## config.mk

```make
export PLATFORM = sky130hd
export DESIGN_NAME = sar_converter_control
export DESIGN_NICKNAME = d
export VERILOG_FILES = /design/src/sar_pkg.sv /design/src/sar_converter_control.sv
export SDC_FILE = /design/constraint.sdc
export NUM_CORES = 1
export LEC_CHECK = 0
export BUFFER_PORTS_ARGS = -buffer_cell sky130_fd_sc_hd__buf_2
export CAP_MARGIN = 25
export CORE_MARGIN = 1
export CORE_UTILIZATION = 55
export CTS_BUF_LIST = sky130_fd_sc_hd__clkbuf_16
export DETAILED_ROUTE_END_ITERATION = 7
export PLACE_DENSITY = 0.81
export SYNTH_ARGS = -nofsm -noshare
export SYNTH_HDL_FRONTEND = slang
export SYNTH_SLANG_ARGS = --single-unit
export TNS_END_PERCENT = 10
```

## constraint.sdc

```tcl
create_clock -name clk -period 4.35 [get_ports clk]
set_input_delay 0.435 -clock clk [delete_from_list [all_inputs] [get_ports clk]]
set_output_delay 0.435 -clock clk [all_outputs]
set_load 0.05 [all_outputs]
```

## src/sar_pkg.sv

```systemverilog
// shared constants and carrier types for the successive approximation converter control
// assumes a 100 MHz system clock and a 32-bit Avalon-MM register bus
package sar_pkg;

	// clock and timing
	localparam int CLK_PERIOD_NS = 10;
	localparam int STAB_TIME_NS  = 1000;
	localparam int STAB_CYCLES   = (STAB_TIME_NS + CLK_PERIOD_NS - 1) / CLK_PERIOD_NS;
	localparam int SAMPLE_TICKS  = 6;
	localparam int STEP_TICKS    = 6;
	localparam int SAR_STEPS     = 8;

	// register indices, byte address is four times the index
	localparam logic [7:0] IDX_CSR  = 8'h34;
	localparam logic [7:0] IDX_HIGH = 8'h35;
	localparam logic [7:0] IDX_LOW  = 8'h36;

	// control and status field positions
	localparam int CSR_DONE_BIT  = 7;
	localparam int CSR_SPEED_BIT = 6;
	localparam int CSR_ON_BIT    = 5;
	localparam int CSR_CHAN_LSB  = 0;
	localparam int LOW_SLOW_BIT  = 3;

	// reset and result values
	localparam logic [7:0] REG_RESET   = 8'h00;
	localparam logic [9:0] FULL_SCALE  = 10'h3FF;
	localparam logic [9:0] ZERO_SCALE  = 10'h000;
	localparam logic [7:0] SAR_FIRST   = 8'h80;

	// converter sequencer states
	typedef enum logic [3:0] {
		ST_IDLE   = 4'h1,
		ST_STAB   = 4'h2,
		ST_SAMPLE = 4'h4,
		ST_HOLD   = 4'h8
	} sar_state_t;

	// signals coming back from the analog array
	typedef struct packed {
		logic       overRange;
		logic       underRange;
		logic [1:0] fineCode;
		logic       cmpHigh;
	} sar_ana_in_t;

	// signals driving the analog array
	typedef struct packed {
		logic       power;
		logic       sample;
		logic [2:0] channel;
		logic [7:0] trialCode;
	} sar_ana_ctl_t;

endpackage

```

## src/sar_converter_control.sv

```systemverilog
// digital control and register file of a 10-bit successive approximation converter
// assumes an analog array that answers each trial code on cmpHigh within a step,
// and an Avalon-MM master on the same clock as this logic
//
// Overview of operation
// [RULE1] above high reference returns code 3FF
// [RULE2] below low reference returns code zero
// [RULE3] sample phase then eight approximation steps
// [RULE4] converter on repeats conversions back to back
// [RULE5] setting on starts converting selected channel
// [RULE6] each completion updates results, sets done
// [RULE7] reading high result clears done flag
// [RULE8] software polls, reads low, then high
// [RULE9] eight-bit users poll then read high
// [RULE10] clearing on switches converter off
// [RULE11] cpu wait leaves conversions untouched
// [RULE12] halt disables; wakeup waits stabilization time
// [RULE13] software configures analog pins as plain inputs
// [RULE14] control layout: done, speed, on, channel
// [RULE15] channel codes zero to four pick inputs
// [RULE16] control write with on aborts, restarts
// [RULE17] high result shows result bits nine to two
// [RULE18] low result: bits one-zero, slow bit three
// [RULE19] slow gives /4, speed gives /1, else /2
// [RULE20] all three registers reset to zero
// [RULE21] phase lengths are design parameters
//
// Chosen here: the Avalon-MM register port.
`timescale 1ns/1ns
`default_nettype none

module sar_converter_control #(
	parameter int SAMPLE_TICKS = sar_pkg::SAMPLE_TICKS,
	parameter int STEP_TICKS   = sar_pkg::STEP_TICKS,
	parameter int STAB_CYCLES  = sar_pkg::STAB_CYCLES
) (
	// clock, reset, freeze
	input  wire logic                 clk,
	input  wire logic                 rst,
	input  wire logic                 ce,
	// register bus
	input  wire logic [7:0]           address,
	input  wire logic                 read,
	input  wire logic                 write,
	input  wire logic [31:0]          writedata,
	input  wire logic [3:0]           byteenable,
	output logic      [31:0]          readdata,
	output logic                      waitrequest,
	// cpu power state
	input  wire logic                 cpuHalt,
	// analog array
	input  wire sar_pkg::sar_ana_in_t anaIn,
	output sar_pkg::sar_ana_ctl_t     anaCtl
);

	// refuse lengths the sequencer cannot serve, before anything runs
	if (SAMPLE_TICKS < 1 || SAMPLE_TICKS > 256) begin : gBadSample
		$error("SAMPLE_TICKS out of range");
	end
	if (STEP_TICKS < 5 || STEP_TICKS > 256) begin : gBadStep
		$error("STEP_TICKS must cover the input synchroniser");
	end
	if (STAB_CYCLES < 1 || STAB_CYCLES > 65536) begin : gBadStab
		$error("STAB_CYCLES out of range");
	end

	// register word select, shared by read and write decode
	function automatic logic isReg(input logic [7:0] addr, input logic [7:0] idx);
		isReg = (addr == 8'((idx << 2)));
	endfunction

	// state
	sar_pkg::sar_state_t  state_reg;
	sar_pkg::sar_state_t  stateNext;
	logic [7:0]           tick_reg;
	logic [7:0]           tickNext;
	logic [2:0]           step_reg;
	logic [2:0]           stepNext;
	logic [7:0]           dac_reg;
	logic [7:0]           dacNext;
	logic [9:0]           result_reg;
	logic [9:0]           resultNext;
	logic [15:0]          stab_reg;
	logic [15:0]          stabNext;
	logic                 needStab_reg;
	logic                 needStabNext;
	logic                 done_reg;
	logic                 speed_reg;
	logic                 on_reg;
	logic [2:0]           chan_reg;
	logic                 slow_reg;
	logic [1:0]           div_reg;
	logic                 waitReq_reg;
	logic [31:0]          rdata_reg;
	sar_pkg::sar_ana_ctl_t anaCtl_reg;
	logic [4:0]           sync1_reg;
	logic [4:0]           sync2_reg;
	logic [4:0]           sync3_reg;
	logic [4:0]           filt_reg;

	// analog inputs after the synchroniser
	sar_pkg::sar_ana_in_t anaFilt;
	assign anaFilt = sar_pkg::sar_ana_in_t'(filt_reg);

	// three-stage synchroniser; a change counts once stages two and three agree
	always_ff @(posedge clk) begin
		if (rst) begin
			sync1_reg <= 5'h00;
			sync2_reg <= 5'h00;
			sync3_reg <= 5'h00;
		end else if (ce) begin
			sync1_reg <= anaIn;
			sync2_reg <= sync1_reg;
			sync3_reg <= sync2_reg;
		end
	end

	// per-bit agreement filter
	genvar gi;
	generate
		for (gi = 0; gi < 5; gi++) begin : gFilt
			always_ff @(posedge clk) begin
				if (rst)
					filt_reg[gi] <= 1'b0;
				else if (ce && sync2_reg[gi] == sync3_reg[gi])
					filt_reg[gi] <= sync3_reg[gi];
			end
		end
	endgenerate

	// bus handshake: request seen, answer one cycle later, taken on the edge after
	wire reqSeen = (read | write) & waitReq_reg;
	wire accRd   = read & ~waitReq_reg;
	wire accWr   = write & ~waitReq_reg;
	wire lane0   = byteenable[0];
	wire csrWr   = accWr & lane0 & isReg(address, sar_pkg::IDX_CSR);
	wire lowWr   = accWr & lane0 & isReg(address, sar_pkg::IDX_LOW);
	wire hiRd    = accRd & isReg(address, sar_pkg::IDX_HIGH);
	wire wrOn    = csrWr & writedata[sar_pkg::CSR_ON_BIT];

	// read mux; unmapped words read zero
	wire [7:0] csrView  = {done_reg, speed_reg, on_reg, 2'h0, chan_reg};             // [RULE14]
	wire [7:0] highView = result_reg[9:2];                                          // [RULE17]
	wire [7:0] lowView  = {4'h0, slow_reg, 1'b0, result_reg[1:0]};                  // [RULE18]
	wire [7:0] rdByte;
	assign rdByte = isReg(address, sar_pkg::IDX_CSR)  ? csrView  :
	                isReg(address, sar_pkg::IDX_HIGH) ? highView :
	                isReg(address, sar_pkg::IDX_LOW)  ? lowView  : 8'h00;

	// converter clock as an enable: /4 when slow, /1 when speed, else /2
	wire adcTick = slow_reg  ? (div_reg == 2'h3) :                                  // [RULE19]
	               speed_reg ? 1'b1 : div_reg[0];

	// phase boundaries in converter clock ticks
	wire sampleEnd = adcTick & (tick_reg == 8'(SAMPLE_TICKS - 1));                  // [RULE21]
	wire stepEnd   = adcTick & (tick_reg == 8'(STEP_TICKS - 1));                    // [RULE21]
	wire stHold    = (state_reg == sar_pkg::ST_HOLD);
	wire stSample  = (state_reg == sar_pkg::ST_SAMPLE);
	wire stIdle    = (state_reg == sar_pkg::ST_IDLE);
	wire lastStep  = (step_reg == 3'(sar_pkg::SAR_STEPS - 1));
	wire holdEnd   = stHold & stepEnd & lastStep;
	// an abort or halt in the finishing cycle discards the result
	wire doneEvt   = holdEnd & ~csrWr & ~cpuHalt;

	// approximation decision on the current trial bit
	wire [7:0] bitMask  = 8'h80 >> step_reg;
	wire [7:0] decided  = anaFilt.cmpHigh ? dac_reg : (dac_reg & ~bitMask);         // [RULE3]
	wire [9:0] rawCode  = {decided, anaFilt.fineCode};
	wire [9:0] finalCode = anaFilt.overRange  ? sar_pkg::FULL_SCALE :               // [RULE1]
	                       anaFilt.underRange ? sar_pkg::ZERO_SCALE : rawCode;      // [RULE2]

	// first phase after starting; a wakeup from halt waits first
	wire sar_pkg::sar_state_t startState = needStab_reg ? sar_pkg::ST_STAB : sar_pkg::ST_SAMPLE;

	// sequencer next state; no wait input, so cpu wait leaves it running [RULE11]
	always_comb begin
		stateNext    = state_reg;
		tickNext     = tick_reg;
		stepNext     = step_reg;
		dacNext      = dac_reg;
		resultNext   = result_reg;
		stabNext     = stab_reg;
		needStabNext = needStab_reg;
		if (cpuHalt) begin
			stateNext    = sar_pkg::ST_IDLE;                                        // [RULE12]
			needStabNext = 1'b1;
		end else if (csrWr) begin
			tickNext = 8'h00;
			stabNext = 16'h0000;
			stepNext = 3'h0;
			if (wrOn)
				stateNext = startState;                                             // [RULE16]
			else
				stateNext = sar_pkg::ST_IDLE;                                       // [RULE10]
		end else begin
			case (state_reg)
				sar_pkg::ST_IDLE: begin
					if (on_reg) begin
						stateNext = startState;
						tickNext  = 8'h00;
						stabNext  = 16'h0000;
					end
				end
				sar_pkg::ST_STAB: begin
					if (stab_reg == 16'(STAB_CYCLES - 1)) begin
						stateNext    = sar_pkg::ST_SAMPLE;                          // [RULE12]
						needStabNext = 1'b0;
						tickNext     = 8'h00;
					end else
						stabNext = stab_reg + 16'h0001;
				end
				sar_pkg::ST_SAMPLE: begin
					if (sampleEnd) begin
						stateNext = sar_pkg::ST_HOLD;                               // [RULE3]
						tickNext  = 8'h00;
						stepNext  = 3'h0;
						dacNext   = sar_pkg::SAR_FIRST;
					end else if (adcTick)
						tickNext = tick_reg + 8'h01;
				end
				sar_pkg::ST_HOLD: begin
					if (stepEnd) begin
						tickNext = 8'h00;
						dacNext  = decided | (bitMask >> 1);
						if (lastStep) begin
							resultNext = finalCode;                                 // [RULE6]
							stateNext  = sar_pkg::ST_SAMPLE;                        // [RULE4]
							stepNext   = 3'h0;
						end else
							stepNext = step_reg + 3'h1;
					end else if (adcTick)
						tickNext = tick_reg + 8'h01;
				end
				default: stateNext = sar_pkg::ST_IDLE;
			endcase
		end
	end

	// sequencer registers
	always_ff @(posedge clk) begin
		if (rst) begin
			state_reg    <= sar_pkg::ST_IDLE;
			tick_reg     <= 8'h00;
			step_reg     <= 3'h0;
			dac_reg      <= 8'h00;
			result_reg   <= 10'h000;                                                // [RULE20]
			stab_reg     <= 16'h0000;
			needStab_reg <= 1'b0;
			div_reg      <= 2'h0;
		end else if (ce) begin
			state_reg    <= stateNext;
			tick_reg     <= tickNext;
			step_reg     <= stepNext;
			dac_reg      <= dacNext;
			result_reg   <= resultNext;
			stab_reg     <= stabNext;
			needStab_reg <= needStabNext;
			div_reg      <= div_reg + 2'h1;
		end
	end

	// done flag: completion wins over a same-cycle read clear
	wire doneNext = doneEvt ? 1'b1 :                                                // [RULE6]
	                (hiRd | wrOn) ? 1'b0 : done_reg;                                // [RULE7]

	// software fields; reserved bits 4:3 are not stored
	always_ff @(posedge clk) begin
		if (rst) begin
			done_reg  <= 1'b0;                                                      // [RULE20]
			speed_reg <= 1'b0;
			on_reg    <= 1'b0;
			chan_reg  <= 3'h0;
			slow_reg  <= 1'b0;
		end else if (ce) begin
			done_reg <= doneNext;
			if (csrWr) begin
				speed_reg <= writedata[sar_pkg::CSR_SPEED_BIT];                     // [RULE14]
				on_reg    <= writedata[sar_pkg::CSR_ON_BIT];                        // [RULE5]
				chan_reg  <= writedata[sar_pkg::CSR_CHAN_LSB +: 3];                 // [RULE15]
			end
			if (lowWr)
				slow_reg <= writedata[sar_pkg::LOW_SLOW_BIT];                       // [RULE18]
		end
	end

	// bus answer registers
	always_ff @(posedge clk) begin
		if (rst) begin
			waitReq_reg <= 1'b1;
			rdata_reg   <= 32'h0000_0000;
		end else if (ce) begin
			if (reqSeen) begin
				waitReq_reg <= 1'b0;
				rdata_reg   <= {24'h00_0000, rdByte};
			end else
				waitReq_reg <= 1'b1;
		end
	end

	// analog control follows the next state so it lines up with the sequencer
	wire sar_pkg::sar_ana_ctl_t ctlNext = '{
		power:     (stateNext != sar_pkg::ST_IDLE),                                 // [RULE10]
		sample:    (stateNext == sar_pkg::ST_SAMPLE),
		channel:   (csrWr ? writedata[sar_pkg::CSR_CHAN_LSB +: 3] : chan_reg),      // [RULE5]
		trialCode: dacNext
	};

	always_ff @(posedge clk) begin
		if (rst)
			anaCtl_reg <= '0;
		else if (ce)
			anaCtl_reg <= ctlNext;
	end

	// outputs straight from flip-flops
	assign readdata    = rdata_reg;
	assign waitrequest = waitReq_reg;
	assign anaCtl      = anaCtl_reg;
endmodule

`default_nettype wire

```

Word-level counts from Yosys, hierarchy flattened
Cells that the tools add are included.
Word-level totals
  ROM bits: 0
  bits in writable memories: 0
  logic and storage cells: 147
  output and inout bits: 46
  register bits: 90
  memories kept: 0
  bits in latches: 0
  input bits: 55
Cells by class
  multiply operators: 0
  add/subtract/negate cells: 4
  shifts and indexed selects: 1
  magnitude comparators: 0
  equal/unequal tests: 27
  bitwise gates (word level): 21
  muxes and demuxes: 46
  divide/modulo/power cells: 0
  reductions and logical operators: 23
Operator list (number)
  8-bit 2-to-1 mux: 12
  16-bit 2-to-1 mux: 3
  4-bit 2-to-1 mux: 8
  16-bit one-hot mux with 2 select lines: 1
  8-bit == test (second input constant): 3
  8-bit one-hot mux with 3 select lines: 1
  3-bit 2-to-1 mux: 7
  10-bit 2-to-1 mux: 2
  6-bit AND reduction: 3
  16-bit by 1-bit adder with 16-bit output (second input constant): 1
  16-bit by 7-bit == test with 1-bit output (second input constant): 1
  4-bit one-hot mux with 4 select lines: 1
  8-bit one-hot mux with 2 select lines: 1
  3-bit inequality test (second input constant): 5
  1-bit bitwise AND: 13
  5-bit AND reduction: 2
  1-bit 2-to-1 mux: 9
  8-bit by 1-bit adder with 8-bit output (second input constant): 1
  8-bit bitwise AND: 1
  4-bit by 3-bit == test with 1-bit output (second input constant): 2
  8-bit by 3-bit == test with 1-bit output (second input constant): 1
  4-bit by 1-bit inequality test with 1-bit output (second input constant): 2
  8-bit inverter: 1
  8-bit by 7-bit OR with 8-bit output: 1
  other kinds (20): 40

Logic depth before layout (Yosys ltp)
Gate-level depths: netlist (run 1).
  depth after elaboration: 9
  gate-level depth with buffers: 9

Worst setup path before layout (run 1)
OpenSTA, ideal clock, no wires.
  path kind: in2reg
  start point: input address[1]
  end point: register done_reg
  setup slack: 2.142 ns
  stages on the path: 8
  arrival: 2.080 ns
  path buffers: 2
  setup time: 0.128 ns
  cell sequence: or4b_4 or4_4 buf_6 nand2_2 nor2_2 buf_2 a31oi_1 nor2_1
On the way
  word-level cells in the longest chain between the ends: 7
  elaborated cells between the ends (all ways): 12
  those cells by class: 2 x eq/ne; 1 x mux; 7 x bitwise; 2 x reduce/logical
RTL lines
  from (decl): RTL line sar_converter_control.sv:42  | input wire logic [7:0] address,
  8-bit == test: RTL line sar_converter_control.sv:69  | isReg = (addr == 8'((idx << 2)));
  1-bit bitwise AND: RTL line sar_converter_control.sv:136  | wire csrWr = accWr & lane0 & isReg(address, sar_pkg::IDX_CSR);
  1-bit inverter (no source line)
  1-bit bitwise AND (2 in series): RTL line sar_converter_control.sv:163  | wire doneEvt = holdEnd & ~csrWr & ~cpuHalt;
  2-bit nonzero test (no source line)
  2-bit AND reduction (no source line)
  to (signal assigned): RTL line sar_converter_control.sv:275  | done_reg <= doneNext;
  to (decl): RTL line sar_converter_control.sv:87  | logic done_reg;
Several ways; a longest one is shown, not always the timed one.
A chain may end at the register's enable or synchronous reset.

Worst setup path in the final report (run 1)
  start point: input address[1]
  end point: register stab_reg[14]
On the way
  word-level cells in the longest chain between the ends: 4
  elaborated cells between the ends (all ways): 7
  those cells by class: 3 x eq/ne; 1 x mux; 1 x bitwise; 2 x reduce/logical
RTL lines
  8-bit == test *: RTL line sar_converter_control.sv:69
  1-bit bitwise AND *: RTL line sar_converter_control.sv:136
  3-bit inequality test (no source line) / 3-bit nonzero test (equally long branches)
  5-bit AND reduction (no source line)
  to (signal assigned): RTL line sar_converter_control.sv:256  | stab_reg <= stabNext;
  to (decl): RTL line sar_converter_control.sv:83  | logic [15:0] stab_reg;
Every way passes the cells marked *; elsewhere a longest branch is shown, timed or not.

==> impl_metrics.ini, run 1 <==
[route]
vias = 4056
first_pass_iters = 5
drc = 0
wl_met3_um = 616
wl_per_cell_um = 14.5
postRouteAntennaNets = 0
finalWirelength_um = 10100
routed.top_layer = met4
wl_met1_um = 4590
routed-wl-met2_um = 4640
vias_per_cell = 5.83
drt_iter0_markers = 269

[placement]
dp_hpwl_um = 6910
gp_congestion = 0.940
dp_slack_ps = 1520
port-buffer-count = 47
dp_cells = 680

[yosys]
ys_async_sr_fraction_pct = 0
synthFlopType = dfxtp_1
yosys.cell_types.count = 62
ys_ff_latch = 90
syn_inst = 551
synth_top_cells_by_area = dfxtp_1 39%, nor2_1 6.2%, mux2i_1 5.0%, a21oi_1 4.6%, buf_4 4.2%
syn_area_um2 = 4640
avgSynthCellArea_um2 = 8.42
synth_top_area_share_pct = 38.8
synth_top_area_cell = dfxtp_1
yosys_warnings = 0
seq_area_frac_synth_pct = 38.8
synth-edff-count = 0

[clocking]
clockBufferDepth = 2
cts_sinks = 90
cts_resized = 0
clk_pin_slew_ps = 60
numCtsBuffers = 9
cts_tree = done
clk_latency_ps = 340
root_buffer = clkbuf_16
cts_setup_buffers = 0
cts-htree-levels = 3
postCtsHoldBufs = 0

[sta]
setup_tns_ps = 0
finalCritPeriodShare_pct = 58.2
finalHoldViolations = 0
worst_pin_slew_ps = 940
max_clock_freq_mhz = 395
period_minus_slack_ps = 2530
slew-limit-headroom_pct = 37.3
setup_viol = 0
drv_slew = 0
rsz0062_at_grt = no
worst_slack_ps = 1820
fin_skew_ps = 8.95

[finish]
fin_cells = 696
antenna_cells = 0
utilization_pct = 62.3
fin_nets = 651
largest_register_ffs = 16
area_growth_pct = 9.85
drive_gt1_share_pct = 16.2

[die]
coreArea_um2 = 8180
ios = 101
row_count = 33
start_util_pct = 56.7
dieArea_um2 = 8800
die_w_um = 93.8
die_y_um = 93.8

[global_route]
grt_pass1_vias = 3726
grt_pass1_wl_um = 17000
grt.total_usage_pct = 24.5
grt_antenna_before_repair = 0
grt_overflow_total = 0
grt_start_max_net_pins = 69

[power]
finalPower_uw = 1700
ir_worst_vdd_mv = 0.172
power.leakage_uw = 0.00206
cellPowerDensity_nw_per_um2 = 334

[critical_path]
cp-start-kind = input pin
cp-end-kind = flip-flop
required_ps = 4610
crit_fanout = 21
worst_ep_arrival_time_ps = 2790
criticalPathCategory = input pin to flip-flop

[outcome]
outcome = finished, final reports clean

[worst_hold_path]
hp-class = input pin to flip-flop

[job]
cap_violations = 0
[cells in the final DEF, fill, tap and decap left out, types with 3 or more instances in the layout]
cell type  count
or2_2          3
nand3_1       19
nand2b_1       4
and2_1         8
buf_4          5
nor4_1         5
buf_2         47
inv_1         13
conb_1        24
nor2b_1        5
or3_1          6
o21a_1         3
or4_1          7
mux2_2         5
nor2_1        76
a22oi_1       10
xor2_1         5
nand2_1       46
ha_1          10
a211oi_2      10
a211oi_1       3
o21ai_0       30
a21oi_1       43
nand4_1        5
and3_1         9
nor3_1         5
clkbuf_16      9
o211ai_1      10
a31oi_1        6
mux2i_1       23
dfxtp_1       90
[per-layer routing]
metal / up-vias / GRT usage [%]
met1: 1906 / 31.8
li1: 1984 / -
met2: 143 / 38.3
met5: - / 0
met4: 0 / 12.2
met3: 23 / 5.26
[Yosys cell counts (6+ instances only)]
library cell,number
dfxtp_1,90
buf_4,26
o21ai_0,30
or3_1,6
buf_2,6
and3_1,9
inv_1,13
and2_1,8
ha_1,10
nor2_1,76
clkbuf_1,14
a21oi_1,43
or4_1,7
a22oi_1,10
a211oi_2,10
mux2i_1,23
nand2_1,46
a31oi_1,6
o211ai_1,10
nand3_1,19
[cells by family (layout without fill, tap and decap cells)]
group / count (synthesis) / after routing / share of synthesized area (%)
AOI/OAI and AO/OA: 137 / 137 / 19.4
DFF: 90 / 90 / 38.8
xor gates and xnor gates: 6 / 6 / 1.13
other: 1 / 24 / 0.0809
muxes: 28 / 28 / 6.18
buffers and inverters: 64 / 81 / 7.93
adders and majority gates: 10 / 10 / 2.70
and+or+nand+nor: 215 / 215 / 23.7
[cell type report]
cell class,instances,area [um^2]
Sequential cell,90,1800
Tap cell,105,131
Clock buffer,9,225
Multi-Input combinational cell,420,2550
Clock inverter,7,60.1
Timing Repair Buffer,52,273
Inverter,13,48.8
Fill cell,697,3080
[path summary, 6_finish.rpt]
check	startpoint	endpoint	slack, ps	cells past startpoint
worst min-delay path	anaIn[4]	sync1_reg[4]	330	3
worst max register to register	state_reg[2]	stab_reg[14]	1900	6
worst min register to register	anaCtl[8]	anaCtl[8]	470	2
worst max-delay path	address[1]	stab_reg[14]	1820	7
[worst max-delay path, cell delays in order]
cell	delay, ps
buf_2	100
or4b_4	560
nor4_4	470
o21a_2	270
o21ai_2	210
or4_1	560
a21oi_1	180
[metrics by stage]
stage                     instance area, um^2  hold slack (ps)
final                                    5090              334
after global routing                     5090              337
after CTS                                5090              329
after detailed placement                 4810              462
after global placement                   4810              453
after floorplan                          4720              433
[report_power, final]
group	switching [uW]	internal, uW	total, uW
clock	348	398	746
combinational	91.0	25.6	117
sequential	6.28	832	838
total	445	1260	1700
(Power assumes the default switching activity.)
==> inputs of run 2 (changes only) <==
--- a/config.mk
+++ b/config.mk
@@ -8,10 +8,10 @@
 export BUFFER_PORTS_ARGS = -buffer_cell sky130_fd_sc_hd__buf_2
 export CAP_MARGIN = 25
 export CORE_MARGIN = 1
-export CORE_UTILIZATION = 55
+export CORE_UTILIZATION = 49
 export CTS_BUF_LIST = sky130_fd_sc_hd__clkbuf_16
 export DETAILED_ROUTE_END_ITERATION = 7
-export PLACE_DENSITY = 0.81
+export PLACE_DENSITY = 0.76
 export SYNTH_ARGS = -nofsm -noshare
 export SYNTH_HDL_FRONTEND = slang
 export SYNTH_SLANG_ARGS = --single-unit
==> constraint.sdc (replaced) <==
create_clock -name clk -period 2.2 [get_ports clk]
set_input_delay 0.22 -clock clk [delete_from_list [all_inputs] [get_ports clk]]
set_output_delay 0.22 -clock clk [all_outputs]
set_load 0.05 [all_outputs]
==> run 2 against run 1 <==
Effect of this change: hold slack got worse by 220 ps; register-to-register slack worse by 1800 ps; non-clock buffer count increased by 29; cell count rose by 5.3%; highest routed layer unchanged.
==> impl_metrics.ini, run 2 (same netlist as run 1, synthesis figures left out) <==
[outcome]
outcome = finished, final reports clean

[sta]
worst_pin_slew_ps = 688
finalCritPeriodShare_pct = 94.3
rsz0062_at_grt = no
finalHoldViolations = 0
slew-limit-headroom_pct = 54.1
drv_slew = 0
period_minus_slack_ps = 2080
fin_skew_ps = 9.84
setup_viol = 0
max_clock_freq_mhz = 482

[die]
die_y_um = 99.3
row_count = 35
dieArea_um2 = 9860
coreArea_um2 = 9200
ios = 101
die_w_um = 99.3
start_util_pct = 50.4

[finish]
postLayoutCellArea_um2 = 5380
area_growth_pct = 15.9
nFillCells = 794
fin_nets = 682
mostFrequentLayoutCell = dfxtp_1
utilization_pct = 58.4
antenna_cells = 0
layout_common_cells = 90 x dfxtp_1, 76 x nor2_1, 47 x buf_2, 46 x nand2_1, 43 x a21oi_1
drive_gt1_share_pct = 20.7
largest_register_ffs = 16

[clocking]
cts-htree-levels = 3
clk_pin_slew_ps = 70
cts_setup_buffers = 0
clk_latency_ps = 340
root_buffer = clkbuf_16
postCtsHoldBufs = 0
clockBufferDepth = 2
cts_tree = done
numCtsBuffers = 9
cts_sinks = 90

[global_route]
grt.total_usage_pct = 23.0
grt-busiest-layer = met2
grt_start_max_net_pins = 64
grt_pass1_vias = 3921
grtUsageMet1_pct = 29.2
grt_antenna_before_repair = 0
grt_pass1_wl_um = 18300
gr-usage-met3_pct = 5.13
grt_overflow_total = 0
grtUsageMet2_pct = 38.8

[worst_hold_path]
hold-path-endpoint = sync1_reg[2]
min_from = anaIn[2]
hp-class = input pin to flip-flop
hold_depth = 3

[critical_path]
r2r-end = result_reg[9]
cp-end-kind = flip-flop
crit_fanout = 5
r2r_slack_ps = 120
crit_top_cell = a211oi_2
worst_ep_arrival_time_ps = 2340
crit_chain = or3_1, a211oi_2, nand3_1, nor2_2, nor2_1, a211oi_2
critPathMaxStageDelay_ps = 390
cp-start-kind = flip-flop
regToRegStartpoint = tick_reg[3]
required_ps = 2460
rr_worst_depth = 6
criticalPathCategory = flip-flop to flip-flop
slowest_stage = or3_1

[route]
drt_iter0_markers = 293
vias_per_cell = 5.69
vias = 4174
postRouteAntennaNets = 0
wl_per_cell_um = 15.0
first_pass_iters = 5
drc = 0
finalWirelength_um = 11000

[placement]
port-buffer-count = 47
dp_hpwl_um = 7660
dpl-instance-area_um2 = 5030
gp_congestion = 0.865

[power]
power.leakage_uw = 0.00221
ir_worst_vdd_mv = 0.326
cellPowerDensity_nw_per_um2 = 650

[job]
cap_violations = 0
-- run 2: cell count changes in the layout (fill, tap and decap cells not counted), sizes merged --
cell,before,now
nor2,77,79
inv,17,16
clkinvlp,1,3
bufinv,0,1
buf,52,81
clkinv,2,0
-- run 2: metrics by stage --
stage / total power (uW) / hold WS, ps / worst slack, ps / std cells / TNS, ps
after floorplan: 1910 / 360 / 148 / 574 / 0
after global placement: 1930 / 452 / -29.4 / 715 / -391
after detailed placement: 1940 / 460 / -115 / 715 / -1800
after CTS: 3520 / 113 / 138 / 731 / 0
after global routing: 3620 / 122 / 5.75 / 733 / 0
final: 3490 / 115 / 125 / 733 / 0
-- run 2: report_power, final --
part           switching [uW]  internal [uW]
clock                     688            900
combinational             185           59.5
sequential               13.8           1640
-- run 2: worst max path at each step --
| stage | end | depth (start not counted) | from |
|---|---|---|---|
| 2_1_floorplan | stab_reg[3] | 6 | waitrequest |
| 3_3_place_gp | anaCtl[11] | 9 | address[1] |
| 3_5_place_dp | result_reg[5] | 7 | tick_reg[0] |
| 4_1_cts | stab_reg[10] | 8 | stab_reg[0] |
| 5_1_grt | stab_reg[12] | 7 | stab_reg[1] |
| 6_report | result_reg[9] | 6 | tick_reg[3] |
-- run 2: area by class of cell --
type / instances / area (um^2) / share of cell area, %
clock buffers: 9 / 225 / 4.19
clock inverters: 7 / 83.8 / 1.56
inverters: 13 / 48.8 / 0.908
multi-input cells: 422 / 2590 / 48.1
flip-flops and latches: 90 / 1800 / 33.5
well taps: 111 / 139 / 2.58
repair buffers: 81 / 490 / 9.12
-- run 2: repair_timing --
item | 4_1_cts | 5_1_grt
cloned | 0 | 2
hold endpoints to repair | 0 | 0
pin swaps | 0 | 3
resized for setup | 1 | 3
endpoints found under the setup margin | 10 | 20
-- run 2: layer usage --
layer / share of wire, % / vias to the layer above
met3: 6.3 / 16
met2: 48 / 152
met4: 1.5 / 0
li1: - / 2054
met5: 0 / -
met1: 45 / 1952
-- run 2: worst max-delay path, delay by kind of cell (launching register included) --
family	cells	cell delay, ps
flip-flops	1	330
AO/OA/AOI/OAI	2	500
AND/OR/NAND/NOR	4	1170
==> inputs of run 3 (changes only) <==
--- a/config.mk
+++ b/config.mk
@@ -5,12 +5,14 @@
 export SDC_FILE = /design/constraint.sdc
 export NUM_CORES = 1
 export LEC_CHECK = 0
+export ABC_AREA = 1
 export BUFFER_PORTS_ARGS = -buffer_cell sky130_fd_sc_hd__buf_2
 export CAP_MARGIN = 25
 export CORE_MARGIN = 1
-export CORE_UTILIZATION = 49
+export CORE_UTILIZATION = 50
 export CTS_BUF_LIST = sky130_fd_sc_hd__clkbuf_16
 export DETAILED_ROUTE_END_ITERATION = 7
+export GPL_ROUTABILITY_DRIVEN = 0
 export PLACE_DENSITY = 0.76
 export SYNTH_ARGS = -nofsm -noshare
 export SYNTH_HDL_FRONTEND = slang
==> run 3 against run 2 <==
Effect of this change: first-iteration DRC count decreased by 20%; die area increased by 6.5%; critical path depth increased by 4; core utilization decreased by 0.96 points; count of clock-buffer cells in the layout unchanged; sequential share of layout area decreased by 1.5 points; design area increased by 4.5%; register-to-register slack improved by 120 ps; cell count increased by 26%; critical endpoint is now anaCtl[3]; sequential power about the same; power increased by 4.5%.
==> impl_metrics.ini, run 3 <==
[critical_path]
crit_path_end = anaCtl[3]
required_ps = 2410
rr_worst_depth = 10
cp-start-kind = flip-flop
criticalPathCategory = flip-flop to flip-flop
cp.buffers_inverters = 2
slowest_stage = dfxtp_1
crit_fanout = 7
regToRegStartpoint = tick_reg[0]
r2r-end = anaCtl[3]
cp-end-kind = flip-flop
worstSetupPathDepth = 10
critical-path-top-delay-family = simple AND/OR/NAND/NOR gates
crit_chain = ha_1, nand3_1, nor2_1, nand2_1, inv_2, nand3_1, nor2_4, inv_1, nand2_1, a21oi_1
critPathMaxStageDelay_ps = 410
crit_start = tick_reg[0]
r2r_slack_ps = 240
worst_ep_arrival_time_ps = 2170

[sta]
finalCritPeriodShare_pct = 89.0
drv_slew = 0
slew-limit-headroom_pct = 60.1
finalHoldViolations = 0
worst_pin_slew_ps = 598
max_clock_freq_mhz = 511
fin_skew_ps = 10.1
rsz0062_at_grt = no
period_minus_slack_ps = 1960
setup_tns_ps = 0
setup_viol = 0

[clocking]
cts_sinks = 90
cts-htree-levels = 3
numCtsBuffers = 9
cts_tree = done
clk_latency_ps = 350
clockBufferDepth = 2
clk_pin_slew_ps = 70
root_buffer = clkbuf_16

[yosys]
synth_top_area_share_pct = 35.7
ys_async_sr_fraction_pct = 0
synth_xor_xnor_area_share_pct = 0.174
syn_inst = 746
muxShareOfSynthArea_pct = 0
synth_compound_area_share_pct = 18.4
seq_area_frac_synth_pct = 35.7
synth-edff-count = 0
synth-simple-area-share_pct = 31.2
synth_top_cells_by_area = dfxtp_1 36%, nand2_1 11%, nor2_1 7.8%, a21oi_1 5.9%, o21ai_0 5.7%
yosys_warnings = 0
avgSynthCellArea_um2 = 6.77
synthFlopType = dfxtp_1
synth_common_cells = 149 x nand2_1, 105 x nor2_1, 90 x dfxtp_1
synth_top_family_by_area = simple AND/OR/NAND/NOR gates
yosys.cell_types.count = 46
synth-adder-area-share_pct = 2.48
synth.most_common_cell = nand2_1
synth_top_area_cell = dfxtp_1
ys_ff_latch = 90
syn_area_um2 = 5050

[route]
wl_per_cell_um = 12.3
vias_per_cell = 5.30
drc = 0
drt_iter0_markers = 233
finalWirelength_um = 11400
vias = 4907
first_pass_iters = 5
postRouteAntennaNets = 0

[finish]
drive_gt1_share_pct = 14.8
fin_nets = 852
fin_cells = 925
mostFrequentLayoutCell = nand2_1
area_growth_pct = 11.3
layout_common_cells = 149 x nand2_1, 105 x nor2_1, 90 x dfxtp_1, 67 x inv_1, 60 x a21oi_1
largest_register_ffs = 16
antenna_cells = 0

[global_route]
grt.total_usage_pct = 22.7
grt_pass1_wl_um = 18900
grt_antenna_before_repair = 0
grt_overflow_total = 0
grt_start_max_net_pins = 49
grt_pass1_vias = 4293

[worst_hold_path]
hp-class = input pin to flip-flop

[placement]
dp_cells = 906
dp_hpwl_um = 7870
port-buffer-count = 47

[outcome]
outcome = finished, final reports clean

[die]
ios = 101
start_util_pct = 51.6
die_y_um = 102
dieArea_um2 = 10500
coreArea_um2 = 9770
row_count = 36
die_w_um = 102

[power]
ir_worst_vdd_mv = 0.442
power.leakage_uw = 0.00231
cellPowerDensity_nw_per_um2 = 650

[job]
cap_violations = 0
run 3: cell count changes in the layout (fill, tap and decap cells not counted), sizes merged, moves of 11 or more:
cell and change:
nand2 +108, inv +60, o21ai +35, nand3 +33
nor2 +32, a21oi +27, mux2i -23, buf -21
a211oi -11
run 3: worst min-delay path by stage:
stage	startpoint	to	slack, ps	cells after the start
2_1_floorplan	writedata[0]	anaCtl[8]	350	2
3_3_place_gp	result_reg[5]	result_reg[5]	440	2
3_5_place_dp	result_reg[2]	result_reg[2]	450	2
4_1_cts	writedata[0]	anaCtl[8]	90	3
5_1_grt	writedata[0]	anaCtl[8]	100	3
6_report	anaIn[2]	sync1_reg[2]	90	3
run 3: layout make-up:
cell class | count | area (um^2)
clock buffer | 9 | 225
multi-input combinational | 550 | 2730
timing repair buffer | 60 | 333
sequential | 90 | 1800
fill | 907 | 4160
tap | 133 | 166
clock inverter | 7 | 75.1
inverter | 76 | 287
run 3: cells by family (layout without fill, tap and decap cells):
kind of cell | count (synthesis) | after routing
xor+xnor | 1 | 1
fa+ha+maj | 10 | 10
simple gates | 352 | 352
other cells | 1 | 24
buf+inv | 129 | 152
compound gates | 163 | 163
flops | 90 | 90
run 3: per-stage QoR:
stage          util, %  hold WS [ps]  setup WS [ps]  cell area, um^2  total power (uW)
2_1_floorplan        -           355            468             5130              2060
3_3_place_gp      54.1           438            297             5290              2100
3_5_place_dp      54.1           450            219             5290              2110
4_1_cts           57.2          89.6            197             5590              3670
5_1_grt           57.5           101           48.6             5620              3770
6_report          57.5          93.1            243             5620              3650
run 3: what timing repair did:
action / 4_1_cts / 5_1_grt
setup buffers: 0 / 3
hold buffers: 0 / 0
endpoints found under the setup margin: 0 / 9
resized for setup: 0 / 1
run 3: power breakdown:
| part | switching, uW | internal [uW] | total (uW) |
|---|---|---|---|
| sequential | 24.2 | 1670 | 1690 |
| clock | 685 | 891 | 1580 |
| combinational | 294 | 89.9 | 384 |
| total | 1000 | 2650 | 3650 |
run 3: routing by layer:
layer | share of wire (%) | GRT usage [%] | wire (um) | vias to the layer above
met5 | 0 | 0 | 0 | -
met4 | 1.8 | 10.3 | 204 | 0
met3 | 5.0 | 3.15 | 565 | 17
met2 | 47 | 38.3 | 5340 | 163
met1 | 46 | 28.8 | 5280 | 2243
li1 | - | - | - | 2484
run 3: worst register-to-register path: cells and delay by family (launching register included):
family / cells / cell delay [ps]
AO/OA/AOI/OAI: 1 / 60
adder cells (fa/ha/maj): 1 / 170
buffers and inverters: 2 / 290
flip-flops: 1 / 410
AND/OR/NAND/NOR: 6 / 900
